`config.mk`:
```
export PLATFORM = sky130hd
export DESIGN_NAME = sdp_profile
export DESIGN_NICKNAME = d
export VERILOG_FILES = /design/src/sdp_pkg.sv /design/src/sdp_rate_gen.sv /design/src/sdp_profile.sv
export SDC_FILE = /design/constraint.sdc
export NUM_CORES = 2
export LEC_CHECK = 0
export ABC_CLOCK_PERIOD_IN_PS = 20600
export BUFFER_PORTS_ARGS = -buffer_cell sky130_fd_sc_hd__buf_2
export CAP_MARGIN = 40
export CORE_UTILIZATION = 50
export CTS_BUF_LIST = sky130_fd_sc_hd__clkbuf_16
export DETAILED_ROUTE_END_ITERATION = 10
export PLACE_DENSITY = 0.65
export RECOVER_POWER = 50
export SKIP_CTS_REPAIR_TIMING = 1
export SYNTH_ARGS = -nofsm -noshare
export SYNTH_HDL_FRONTEND = slang
export SYNTH_SLANG_ARGS = --single-unit
```
`constraint.sdc`:
```
create_clock -name clk -period 20.6 [get_ports clk]
set_input_delay 1.03 -clock clk [delete_from_list [all_inputs] [get_ports clk]]
set_output_delay 1.03 -clock clk [all_outputs]
set_load 0.05 [all_outputs]
```
`src/sdp_pkg.sv`:
```
// Constants, register map and carrier types of the slow-down and S-curve profile block
package sdp_pkg;

  localparam int ADDR_W = 8;
  localparam int DATA_W = 32;
  localparam int STEP_W = 14;
  localparam int RATE_W = 16;
  localparam int MAG_W = 12;
  localparam int SDP_W = 24;
  localparam int SCW_W = 13;
  localparam int CNT_W = 32;
  localparam int IVL_W = RATE_W + 1;

  // Register word addresses
  localparam logic [ADDR_W-1:0] OFS_CTRL = 8'h00;
  localparam logic [ADDR_W-1:0] OFS_FEED = 8'h04;
  localparam logic [ADDR_W-1:0] OFS_LOW = 8'h08;
  localparam logic [ADDR_W-1:0] OFS_HIGH = 8'h0c;
  localparam logic [ADDR_W-1:0] OFS_ACC = 8'h10;
  localparam logic [ADDR_W-1:0] OFS_DEC = 8'h14;
  localparam logic [ADDR_W-1:0] OFS_MAG = 8'h18;
  localparam logic [ADDR_W-1:0] OFS_SDP = 8'h1c;
  localparam logic [ADDR_W-1:0] OFS_ASW = 8'h20;
  localparam logic [ADDR_W-1:0] OFS_DSW = 8'h24;
  localparam logic [ADDR_W-1:0] OFS_STAT = 8'h28;
  localparam logic [ADDR_W-1:0] OFS_REM = 8'h2c;
  localparam logic [ADDR_W-1:0] OFS_CUR = 8'h30;

  // Control word fields
  localparam int CTRL_START = 0;
  localparam int CTRL_STOP = 1;
  localparam int CTRL_METHOD = 4;
  localparam int CTRL_SHAPE = 5;
  localparam int CTRL_TRI = 6;

  // Status word fields
  localparam int STAT_BUSY = 0;
  localparam int STAT_PHASE = 4;

  // Reset values of the settings
  localparam logic [STEP_W-1:0] RST_STEP = 14'h0001;
  localparam logic [RATE_W-1:0] RST_ACC = 16'h0001;
  localparam logic [MAG_W-1:0] RST_MAG = 12'h001;

  typedef enum logic [2:0] {
    PH_IDLE,
    PH_ACCEL,
    PH_CRUISE,
    PH_DECEL,
    PH_TAIL
  } sdp_phase_t;

  typedef struct packed {
    logic wr;
    logic rd;
    logic [ADDR_W-1:0] addr;
    logic [DATA_W-1:0] wdata;
  } sdp_bus_req_t;

  typedef struct packed {
    logic [STEP_W-1:0] low_step;
    logic [STEP_W-1:0] high_step;
    logic [RATE_W-1:0] accel_rate;
    logic [RATE_W-1:0] decel_rate;
    logic [MAG_W-1:0] magnification;
    logic [SDP_W-1:0] slow_down_point;
    logic [SCW_W-1:0] accel_scurve_width;
    logic [SCW_W-1:0] decel_scurve_width;
    logic slowdown_method_select;
    logic curve_shape_select;
    logic triangle_avoid_disable;
  } sdp_cfg_t;

  typedef struct packed {
    sdp_cfg_t pre;
    sdp_cfg_t work;
    logic [CNT_W-1:0] feed_pre;
    logic [CNT_W-1:0] remaining_pulse_count;
    logic [CNT_W-1:0] accel_pulses;
    sdp_phase_t phase;
    logic [STEP_W-1:0] cur_step;
    logic [STEP_W-1:0] frac;
    logic [STEP_W-1:0] slope;
    logic [IVL_W-1:0] ivl;
    logic pulse;
    logic busy;
    logic [DATA_W-1:0] rdata;
  } sdp_state_t;

  typedef struct packed {
    logic [MAG_W-1:0] div_cnt;
    logic [STEP_W-1:0] acc;
    logic pulse;
  } sdp_gen_state_t;

endpackage : sdp_pkg

```
`src/sdp_rate_gen.sv`:
```
// Pulse rate generator: step times clock over (magnification plus one) times 16384
`timescale 1ns/10ps
module sdp_rate_gen (
  input wire logic clk,
  input wire logic reset,
  input wire logic run,
  input wire logic [sdp_pkg::STEP_W-1:0] step,
  input wire logic [sdp_pkg::MAG_W-1:0] mag,
  output logic pulse
);

  sdp_pkg::sdp_gen_state_t s_q;
  sdp_pkg::sdp_gen_state_t s_d;
  logic [sdp_pkg::STEP_W:0] sum;

  assign sum = {1'b0, s_q.acc} + {1'b0, step};

  always_comb begin
    s_d = s_q;
    s_d.pulse = 1'b0;
    if (!run) begin
      s_d = '0;
    end else if (s_q.div_cnt == mag) begin
      // Carry out of the 14-bit phase word is one output pulse
      s_d.div_cnt = '0;
      s_d.acc = sum[sdp_pkg::STEP_W-1:0];
      s_d.pulse = sum[sdp_pkg::STEP_W];
    end else begin
      s_d.div_cnt = s_q.div_cnt + 12'h001;
    end
  end

  always_ff @(posedge clk or posedge reset) begin
    if (reset) begin
      s_q <= '0;
    end else begin
      s_q <= s_d;
    end
  end

  assign pulse = s_q.pulse;
endmodule : sdp_rate_gen

```
`src/sdp_profile.sv`:
```
// Slow-down point and S-curve acceleration profile of one pulse axis
//
// Contract
// Automatic mode: positive signed offset starts deceleration earlier, then low-speed run.
// Automatic mode: negative offset delays deceleration, stopping above starting speed.
// Host writes zero offset when no shift of automatic point is wanted.
// Manual mode: decelerate once remaining pulses drop below slow-down point.
// Host disables triangle avoidance whenever manual slow-down is selected.
// Host computes linear ideal point from steps, decel rate, magnification.
// Host doubles linear ideal point for full S-curve deceleration.
// Host computes partial S-curve ideal point including twice section width.
// Manual point above ideal runs low speed; below ideal stops early.
// Acceleration curve width is register value in speed-step units.
// S acceleration curves near both ends, linear between them.
// Zero acceleration width gives full curve of half step difference.
// Deceleration curve width is register value in speed-step units.
// S deceleration curves near both ends, linear between them.
// Zero deceleration width gives full curve of half step difference.
// Zero deceleration rate reuses acceleration rate.
// Host writes pre-registers; working copies are loaded at start.
// Top rate reached with magnification one and step 16383.
// Pulse rate equals step times clock over (mag+1) times 16384.
// Shape bit clear gives linear ramps, set gives S-curve ramps.
// Threshold compared on every output pulse; deceleration begins on that pulse.
//
// The placing of the registers and the plain strobed port were decided locally.
`timescale 1ns/10ps
module sdp_profile (
  input wire logic clk,
  input wire logic reset,
  input sdp_pkg::sdp_bus_req_t bus_req,
  output logic [sdp_pkg::DATA_W-1:0] bus_rdata,
  output logic pulse_out,
  output logic busy
);

  sdp_pkg::sdp_state_t s_q;
  sdp_pkg::sdp_state_t s_d;

  logic gen_pulse;
  logic run;
  logic ramping;
  logic is_decel;
  logic [sdp_pkg::RATE_W-1:0] eff_decel_rate;
  logic [sdp_pkg::RATE_W-1:0] rate_sel;
  logic ivl_end;
  logic [sdp_pkg::STEP_W-1:0] span;
  logic [sdp_pkg::SCW_W-1:0] width_reg;
  logic [sdp_pkg::STEP_W-1:0] width;
  logic lin;
  logic [sdp_pkg::STEP_W-1:0] d_lo;
  logic [sdp_pkg::STEP_W-1:0] d_hi;
  logic [sdp_pkg::STEP_W-1:0] d_in;
  logic [sdp_pkg::STEP_W-1:0] d_out;
  logic [sdp_pkg::STEP_W-1:0] w2;
  logic [sdp_pkg::STEP_W-1:0] slope_nx;
  logic [sdp_pkg::STEP_W:0] frac_sum;
  logic frac_hit;
  logic step_now;
  logic [sdp_pkg::CNT_W-1:0] rem_next;
  logic signed [sdp_pkg::CNT_W+1:0] auto_thr;
  logic decel_hit;
  logic start_cmd;
  logic stop_cmd;

  assign run = s_q.phase != sdp_pkg::PH_IDLE;
  assign ramping = s_q.phase == sdp_pkg::PH_ACCEL || s_q.phase == sdp_pkg::PH_DECEL;
  assign is_decel = s_q.phase == sdp_pkg::PH_DECEL;

  sdp_rate_gen u_gen (
    .clk(clk),
    .reset(reset),
    .run(run),
    .step(s_q.cur_step),
    .mag(s_q.work.magnification),
    .pulse(gen_pulse)
  );

  // One ramp interval every 2*(rate+1) clocks; a linear ramp takes one speed step per interval
  assign eff_decel_rate = (s_q.work.decel_rate == '0) ?
                          s_q.work.accel_rate : s_q.work.decel_rate;
  assign rate_sel = is_decel ? eff_decel_rate : s_q.work.accel_rate;
  assign ivl_end = ramping && (s_q.ivl == {rate_sel, 1'b1});

  // Curve width in speed steps; zero means half the ramp span
  assign span = s_q.work.high_step - s_q.work.low_step;
  assign width_reg = is_decel ? s_q.work.decel_scurve_width :
                     s_q.work.accel_scurve_width;
  assign width = (width_reg == '0) ? {1'b0, span[sdp_pkg::STEP_W-1:1]} :
                 {1'b0, width_reg};
  assign lin = !s_q.work.curve_shape_select || width == '0;

  // Distances from the end the ramp leaves and the end it heads for
  assign d_lo = (s_q.cur_step > s_q.work.low_step) ?
                s_q.cur_step - s_q.work.low_step : '0;
  assign d_hi = (s_q.work.high_step > s_q.cur_step) ?
                s_q.work.high_step - s_q.cur_step : '0;
  assign d_in = is_decel ? d_hi : d_lo;
  assign d_out = is_decel ? d_lo : d_hi;
  assign w2 = {width[sdp_pkg::STEP_W-2:0], 1'b0};
  // Slope in units of 1/(2*width) steps per interval; full slope is one step
  assign frac_sum = {1'b0, s_q.frac} + {1'b0, s_q.slope};
  assign frac_hit = frac_sum >= {1'b0, w2};
  assign step_now = ivl_end && (lin || frac_hit);

  // Slope ramps by one unit per interval, so a curve takes twice the linear time
  always_comb begin
    slope_nx = w2;
    if (d_out <= width) begin
      // Floor of one keeps the last steps of a curve from stalling
      slope_nx = (s_q.slope > 14'h0001) ? s_q.slope - 14'h0001 : 14'h0001;
    end else if (d_in < width && s_q.slope < w2) begin
      slope_nx = s_q.slope + 14'h0001;
    end
  end

  assign rem_next = s_q.remaining_pulse_count - 32'h0000_0001;
  assign auto_thr = $signed({2'b00, s_q.accel_pulses}) +
                    {{10{s_q.work.slow_down_point[sdp_pkg::SDP_W-1]}},
                     $signed(s_q.work.slow_down_point)};
  always_comb begin
    decel_hit = 1'b0;
    if (s_q.work.slowdown_method_select) begin
      decel_hit = rem_next < {8'h00, s_q.work.slow_down_point};
    end else begin
      decel_hit = $signed({2'b00, rem_next}) <= auto_thr;
    end
  end

  assign start_cmd = bus_req.wr && bus_req.addr == sdp_pkg::OFS_CTRL &&
                     bus_req.wdata[sdp_pkg::CTRL_START];
  assign stop_cmd = bus_req.wr && bus_req.addr == sdp_pkg::OFS_CTRL &&
                    bus_req.wdata[sdp_pkg::CTRL_STOP];

  always_comb begin
    s_d = s_q;
    s_d.pulse = gen_pulse && run;
    s_d.rdata = '0;

    if (bus_req.rd) begin
      unique case (bus_req.addr)
        sdp_pkg::OFS_CTRL: s_d.rdata = {25'h0, s_q.pre.triangle_avoid_disable,
                                        s_q.pre.curve_shape_select,
                                        s_q.pre.slowdown_method_select, 4'h0};
        sdp_pkg::OFS_FEED: s_d.rdata = s_q.feed_pre;
        sdp_pkg::OFS_LOW: s_d.rdata = {18'h0, s_q.pre.low_step};
        sdp_pkg::OFS_HIGH: s_d.rdata = {18'h0, s_q.pre.high_step};
        sdp_pkg::OFS_ACC: s_d.rdata = {16'h0, s_q.pre.accel_rate};
        sdp_pkg::OFS_DEC: s_d.rdata = {16'h0, s_q.pre.decel_rate};
        sdp_pkg::OFS_MAG: s_d.rdata = {20'h0, s_q.pre.magnification};
        sdp_pkg::OFS_SDP: s_d.rdata = {8'h0, s_q.pre.slow_down_point};
        sdp_pkg::OFS_ASW: s_d.rdata = {19'h0, s_q.pre.accel_scurve_width};
        sdp_pkg::OFS_DSW: s_d.rdata = {19'h0, s_q.pre.decel_scurve_width};
        sdp_pkg::OFS_STAT: s_d.rdata = {25'h0, s_q.phase, 3'h0, s_q.busy};
        sdp_pkg::OFS_REM: s_d.rdata = s_q.remaining_pulse_count;
        sdp_pkg::OFS_CUR: s_d.rdata = {18'h0, s_q.cur_step};
        default: s_d.rdata = '0;
      endcase
    end

    // Host only ever touches the pre-registers
    if (bus_req.wr) begin
      unique case (bus_req.addr)
        sdp_pkg::OFS_CTRL: begin
          s_d.pre.slowdown_method_select = bus_req.wdata[sdp_pkg::CTRL_METHOD];
          s_d.pre.curve_shape_select = bus_req.wdata[sdp_pkg::CTRL_SHAPE];
          s_d.pre.triangle_avoid_disable = bus_req.wdata[sdp_pkg::CTRL_TRI];
        end
        sdp_pkg::OFS_FEED: s_d.feed_pre = bus_req.wdata;
        sdp_pkg::OFS_LOW: s_d.pre.low_step = bus_req.wdata[sdp_pkg::STEP_W-1:0];
        sdp_pkg::OFS_HIGH: s_d.pre.high_step = bus_req.wdata[sdp_pkg::STEP_W-1:0];
        sdp_pkg::OFS_ACC: s_d.pre.accel_rate = bus_req.wdata[sdp_pkg::RATE_W-1:0];
        sdp_pkg::OFS_DEC: s_d.pre.decel_rate = bus_req.wdata[sdp_pkg::RATE_W-1:0];
        sdp_pkg::OFS_MAG: s_d.pre.magnification = bus_req.wdata[sdp_pkg::MAG_W-1:0];
        sdp_pkg::OFS_SDP: s_d.pre.slow_down_point = bus_req.wdata[sdp_pkg::SDP_W-1:0];
        sdp_pkg::OFS_ASW: s_d.pre.accel_scurve_width = bus_req.wdata[sdp_pkg::SCW_W-1:0];
        sdp_pkg::OFS_DSW: s_d.pre.decel_scurve_width = bus_req.wdata[sdp_pkg::SCW_W-1:0];
        default: begin
        end
      endcase
    end

    // Ramp stepping
    if (ramping) begin
      s_d.ivl = ivl_end ? '0 : s_q.ivl + 17'h0_0001;
    end else begin
      s_d.ivl = '0;
    end
    if (ivl_end && !lin) begin
      s_d.frac = frac_hit ? frac_sum[sdp_pkg::STEP_W-1:0] - w2 :
                 frac_sum[sdp_pkg::STEP_W-1:0];
      s_d.slope = slope_nx;
    end
    if (s_q.phase == sdp_pkg::PH_ACCEL) begin
      if (s_q.cur_step >= s_q.work.high_step) begin
        s_d.phase = sdp_pkg::PH_CRUISE;
      end else if (step_now) begin
        s_d.cur_step = s_q.cur_step + 14'h0001;
        if (s_d.cur_step == s_q.work.high_step) begin
          s_d.phase = sdp_pkg::PH_CRUISE;
        end
      end
    end
    if (s_q.phase == sdp_pkg::PH_DECEL) begin
      if (s_q.cur_step <= s_q.work.low_step) begin
        s_d.phase = sdp_pkg::PH_TAIL;
      end else if (step_now) begin
        s_d.cur_step = s_q.cur_step - 14'h0001;
        if (s_d.cur_step == s_q.work.low_step) begin
          s_d.phase = sdp_pkg::PH_TAIL;
        end
      end
    end

    // Every output pulse is counted; in acceleration and cruise it is also checked against the slow-down point
    if (gen_pulse && run) begin
      s_d.remaining_pulse_count = rem_next;
      if (s_q.phase == sdp_pkg::PH_ACCEL) begin
        s_d.accel_pulses = s_q.accel_pulses + 32'h0000_0001;
      end
      if (rem_next == '0) begin
        s_d.phase = sdp_pkg::PH_IDLE;
      end else if ((s_q.phase == sdp_pkg::PH_ACCEL ||
                    s_q.phase == sdp_pkg::PH_CRUISE) && decel_hit) begin
        s_d.phase = sdp_pkg::PH_DECEL;
        s_d.frac = '0;
        s_d.slope = '0;
        s_d.ivl = '0;
      end
    end

    if (stop_cmd) begin
      s_d.phase = sdp_pkg::PH_IDLE;
    end else if (start_cmd && !run && s_q.feed_pre != '0) begin
      // Working copies are loaded from the pre-registers at start
      s_d.work = s_q.pre;
      s_d.remaining_pulse_count = s_q.feed_pre;
      s_d.accel_pulses = '0;
      s_d.cur_step = s_q.pre.low_step;
      s_d.frac = '0;
      s_d.slope = '0;
      s_d.ivl = '0;
      s_d.phase = (s_q.pre.high_step > s_q.pre.low_step) ?
                  sdp_pkg::PH_ACCEL : sdp_pkg::PH_CRUISE;
    end
    if (s_d.phase == sdp_pkg::PH_IDLE) begin
      s_d.frac = '0;
      s_d.slope = '0;
    end
    s_d.busy = s_d.phase != sdp_pkg::PH_IDLE;
  end

  always_ff @(posedge clk or posedge reset) begin
    if (reset) begin
      s_q <= '0;
      s_q.pre.low_step <= sdp_pkg::RST_STEP;
      s_q.pre.high_step <= sdp_pkg::RST_STEP;
      s_q.pre.accel_rate <= sdp_pkg::RST_ACC;
      s_q.pre.magnification <= sdp_pkg::RST_MAG;
      s_q.phase <= sdp_pkg::PH_IDLE;
    end else begin
      s_q <= s_d;
    end
  end

  assign bus_rdata = s_q.rdata;
  assign pulse_out = s_q.pulse;
  assign busy = s_q.busy;
endmodule : sdp_profile

```
==> Yosys cells after proc, flatten, opt, wreduce, memory -nomap -nowiden <==
Index checks and enable logic that the tools add are counted.
{ "op_classes": {"addsub": 15, "order_cmp": 12, "n_eq_ne": 20, "mux": 46, "bitwise_logic": 1, "n_reduce_logical": 38} }
{ "op_table": {"columns": ["operator", "count"], "rows": [
  ["$pmux 32 s13", 1],
  ["$mux 14", 10],
  ["$mux 17", 8],
  ["$mux 45", 3],
  ["$mux 126", 1],
  ["$mux 67", 1],
  ["$mux 32", 2],
  ["$mux 64", 1],
  ["$mux 59", 1],
  ["$mux 28", 2],
  ["$sub 14x14->14", 4],
  ["$gt 14x14->1", 3],
  ["$eq 8x6->1 const B", 5],
  ["$add 33x24->34", 1],
  ["$le 33x34->1", 1],
  ["$add 32x1->32 const B", 1],
  ["$eq 8x5->1 const B", 4],
  ["$logic_not 32->1", 1],
  ["$lt 32x24->1", 1],
  ["$mux 16", 2],
  ["$reduce_bool 32->1", 1],
  ["$sub 32x1->32 const B", 1],
  ["$add 14x14->15", 2],
  ["$add 14x1->14 const B", 2],
  ["36 further kinds", 73]
]} }
{ "word_totals": {"register_bits": 468, "inputBits": 44, "output_inout_bits": 34, "word_cells": 167} }

==> Longest topological paths before layout <==
{ "logic_depth": {"word_depth": 24, "ltp_mapped": 31, "mapped_depth_nobuf": 30} }

==> Hierarchy <==
From an unflattened synthesis, not the netlist that was laid out.
{ "hier_totals": {"hier_cells": 3549, "area_unflattened_um2": 31940.6} }
{ "modules_own_cells": {"columns": ["module", "instances", "cells_each", "area_per_inst_um2", "seq_area_each_um2"], "rows": [
  ["sdp_profile", 1, 3353, 30052.6, 11040.6],
  ["sdp_rate_gen", 1, 196, 1888.1, 675.6]
]} }

==> Worst setup path before layout <==
Ideal clock, no wire load.
{ "synth_path": {"path_kind": "flip-flop to flip-flop", "from": "register s_q[79] (netlist name)", "to": "register s_q[63] (netlist name)", "setup_time_ns": 0.077, "arrival_ns": 5.434, "required_time_ns": 20.523, "path_slack_ns": 15.088, "path_stages_with_launch": 28, "n_path_buf": 3, "period_less_slack_ns": 5.512, "path_cell_list": "dfrtp_1 inv_1 ha_1 inv_1 fa_1 a21o_1 a221oi_1 o221ai_1 a2111oi_0 nor2_1 clkbuf_1 buf_1 nand2_1 o21ai_0 ha_1 a2111oi_0 nand2_1 a31oi_1 nor3_1 a32oi_1 o31ai_1 nand2b_1 nor2_1 clkbuf_1 o21ai_0 a21boi_0 a21oi_1 a21oi_1"} }
{ "synth_lines": {"columns": ["element", "line_no", "text"], "rows": [
  ["from (decl)", "sdp_profile.sv:37", "sdp_pkg::sdp_state_t s_q;"]
]} }

==> impl_results.md <==
- Run status: complete, but fails checks
- Violated checks: capacitance limit, slew limit
- Top cells by area, synth: dfrtp_1 (36%), ha_1 (8.8%), nand2_1 (6.0%)
- DR DRC count: 0
- Vias/cell: 6.12
- Max-slew violations: 416
- Final Power: 2.34 mW
- Wire length on met2: 46200 um
- Routed WL: 100000 um
- Top-count cell post-synth: nand2_1
- Main synth FF type: dfrtp_1
- Adder-cell share of the synthesized area: 9.27%
- Critical Path RT: 21.22 ns
- Portion of netlist area occupied by mux cells: 6.90%
- Fin crit share: 49.9%
- Routed metal-1 wirelength: 43200 um
- Met3 wire len: 6740 um
- WL per Instance: 22.4 um
- Area Growth Syn to Fin: 7.94%
- Die Area: 65000 um^2
- Nets: 3876
- Async S/R FF share, synth: 100%
- Clock skew: 0.0611 ns
- Num CTS Buffers: 54
- Worst ir drop on vdd: 0.0661 mV
- Initial antenna violation count: 4
- Sequential fraction of the synthesis area: 36.6%
- Final ANT Viol Nets: 0
- Pwr/cell area: 67.7 nW/um^2
- Avg Synthesized Cell Area: 8.85 um^2
- CTS Buffer Depth: 3
- Min Tclk post-route: 10.27 ns
- Largest family of logic cells by synthesized area: simple AND/OR/NAND/NOR gates
- Measured slew at the worst slew-check pin: 3.75 ns
- Cell taking the most area after synthesis: dfrtp_1
- Final Setup Violations: 0
- H-tree levels: 2
- Area share of the largest cell type after synthesis: 36.3%
- Worst path arrival time: 10.89 ns
- Cell area after synthesis: 32000 um^2
- CTS tree: done
- Cell mode on critical path: clkbuf_1
- Skew-Pair Late Insertion Delay: 0.63 ns
- Crit path max fanout: 82
- IO Count: 78
- Routability congestion estimate: 0.967
- Synth Area in Compound Gates: 15.9%
- Yosys warning count: 0
- 1st-pass router iterations: 6
- DP Wirelength: 74900 um
- Slew margin rel.: -152%
- Fin Setup TNS: 0 ns
- Iter 0 DRT Violations: 2658
- I/O Buffers: 77
- Die W: 255 um
- Number of global-route vias before repair: 26200
- HP Class: flip-flop to flip-flop
- Critical path class: input port to asynchronous set/reset pin
- Total track usage: 31.0%
- Core footprint: 63200 um^2
- Total number of vias: 27500
- Root Driver: clkbuf_16
- Initial Util: 50.6%
- LEAKAGE: 15.7 nW
- Distinct cell type count after synthesis: 87
- Synth cell count leaders: nand2_1 (513), dfrtp_1 (464), nor2_1 (293), ha_1 (225), a21oi_1 (202)
- Top sig layer: met5
- Post-Synth XOR/XNOR Area: 7.72%
- CP max-delay cell: clkbuf_1
- Max Cap Viol: 8
- CP peak stage delay: 2.55 ns
- Endpoints failing hold: 0
- Synth Area in Simple Gates: 19.0%
- Setup crit start kind: input port
- Die H: 255 um
- Critical path capture point type: asynchronous set/reset pin
- Post-Syn Nets: 3891
- Seq cells post-synth: 468
- Largest net degree at the start of global routing: 210
- Total gr overflow: 0
- CP cell instances: buf_2, clkinvlp_2, clkbuf_1, clkbuf_1, clkbuf_1, clkbuf_1, clkbuf_1, buf_4
- RSZ-0062 raised after global routing: no
- Post-synth EDFFs: 0
- Clk sink count: 468
- Achievable Freq: 97.4 MHz
- Cell Rows: 92
- Worst-path clk slew: 0.05 ns
- Synth Instances: 3615
- First-pass GRT wire length: 155000 um
- Layout cell share with drive strength beyond 1: 9.97%
==> per-stage QoR <==
stage	setup WS, ns	instance area, um^2	hold WS, ns	std cells	util [%]
floorplan	6.52	32000	0.432	3615	-
global placement	13.74	32900	0.450	4378	52.0
detailed placement	14.05	33100	0.453	4389	52.3
CTS	14.00	34700	0.466	4486	54.9
global route	8.35	34500	0.498	4488	54.6
finish	10.33	34500	0.462	4488	54.6
==> final cells by class <==
| class | instances | area (um^2) |
|---|---|---|
| antenna | 1 | 2.50 |
| timing repair buffer | 127 | 704 |
| inverter | 148 | 557 |
| multi-input combinational | 2801 | 18800 |
| tap | 846 | 1060 |
| clock buffer | 55 | 1380 |
| clock inverter | 42 | 260 |
| sequential | 468 | 11700 |
| fill | 5848 | 28700 |
==> worst paths after layout <==
kind                       depth (start not counted)  slack (ns)            end  startpoint
setup / recovery                                   8       10.33        s_q[34]       reset
hold / removal                                     2        0.46       s_q[280]    s_q[280]
setup reg to reg                                  20       13.89        s_q[61]     s_q[94]
hold reg to reg                                    2        0.46       s_q[280]    s_q[280]
max in group clk                                  20       13.89        s_q[61]     s_q[94]
min in group asynchronous                          2        1.51  u_gen.s_q[17]       reset
==> per-layer routing <==
metal | global-route usage, % | vias to the layer above
met5 | 0 | -
met4 | 12.9 | 2
met3 | 4.48 | 218
met2 | 49.9 | 1025
met1 | 41.8 | 13500
li1 | - | 12800
==> logic make-up after synthesis <==
family | Yosys count
XOR/XNOR | 282
multiplexers | 200
buffers and inverters | 346
adder cells (fa/ha/maj) | 233
flip-flops | 468
AO/OA/AOI/OAI | 783
AND/OR/NAND/NOR | 1303
==> layout by cell type, fill, tap and decap left out, types with 14 or more instances in the layout <==
cell / n
dfrtp_1: 464
nor4_1: 39
nor3_1: 54
o21a_1: 19
a21oi_1: 202
clkbuf_1: 55
nor2b_1: 39
buf_4: 23
buf_2: 43
a31oi_1: 35
a211oi_1: 43
and2_1: 20
inv_1: 153
o21bai_1: 14
and3_1: 56
nand4_1: 56
a22oi_1: 61
clkinv_2: 15
nand3_1: 97
nand2_1: 513
nor2_1: 288
xnor2_1: 160
a222oi_1: 20
o211ai_1: 20
or2_2: 14
ha_1: 225
o22ai_1: 16
nand2b_1: 39
xor2_1: 122
clkbuf_16: 55
or3_1: 17
mux2_2: 163
a21o_1: 52
o21ai_0: 179
mux2i_1: 37
a221oi_1: 18
==> worst max-delay path, delay by kind of cell <==
kind                   cells  cell delay (ns)
buffers and inverters      8             9.74
==> power breakdown <==
group	total [mW]	switching [mW]	leakage (nW)	internal [mW]
Combinational	0.432	0.258	9.00	0.174
Clock	0.902	0.407	0.826	0.496
Sequential	1.00	0.0480	5.89	0.955
Total	2.34	0.713	15.7	1.62
==> flip-flops by register name, summed over array words and instances (netlist names) <==
register and cells:
s_q 407, bus_rdata 32, u_gen.s_q 26, busy 1, pulse_out 1, u_gen.pulse 1
Power figures use the tool's default switching activity.
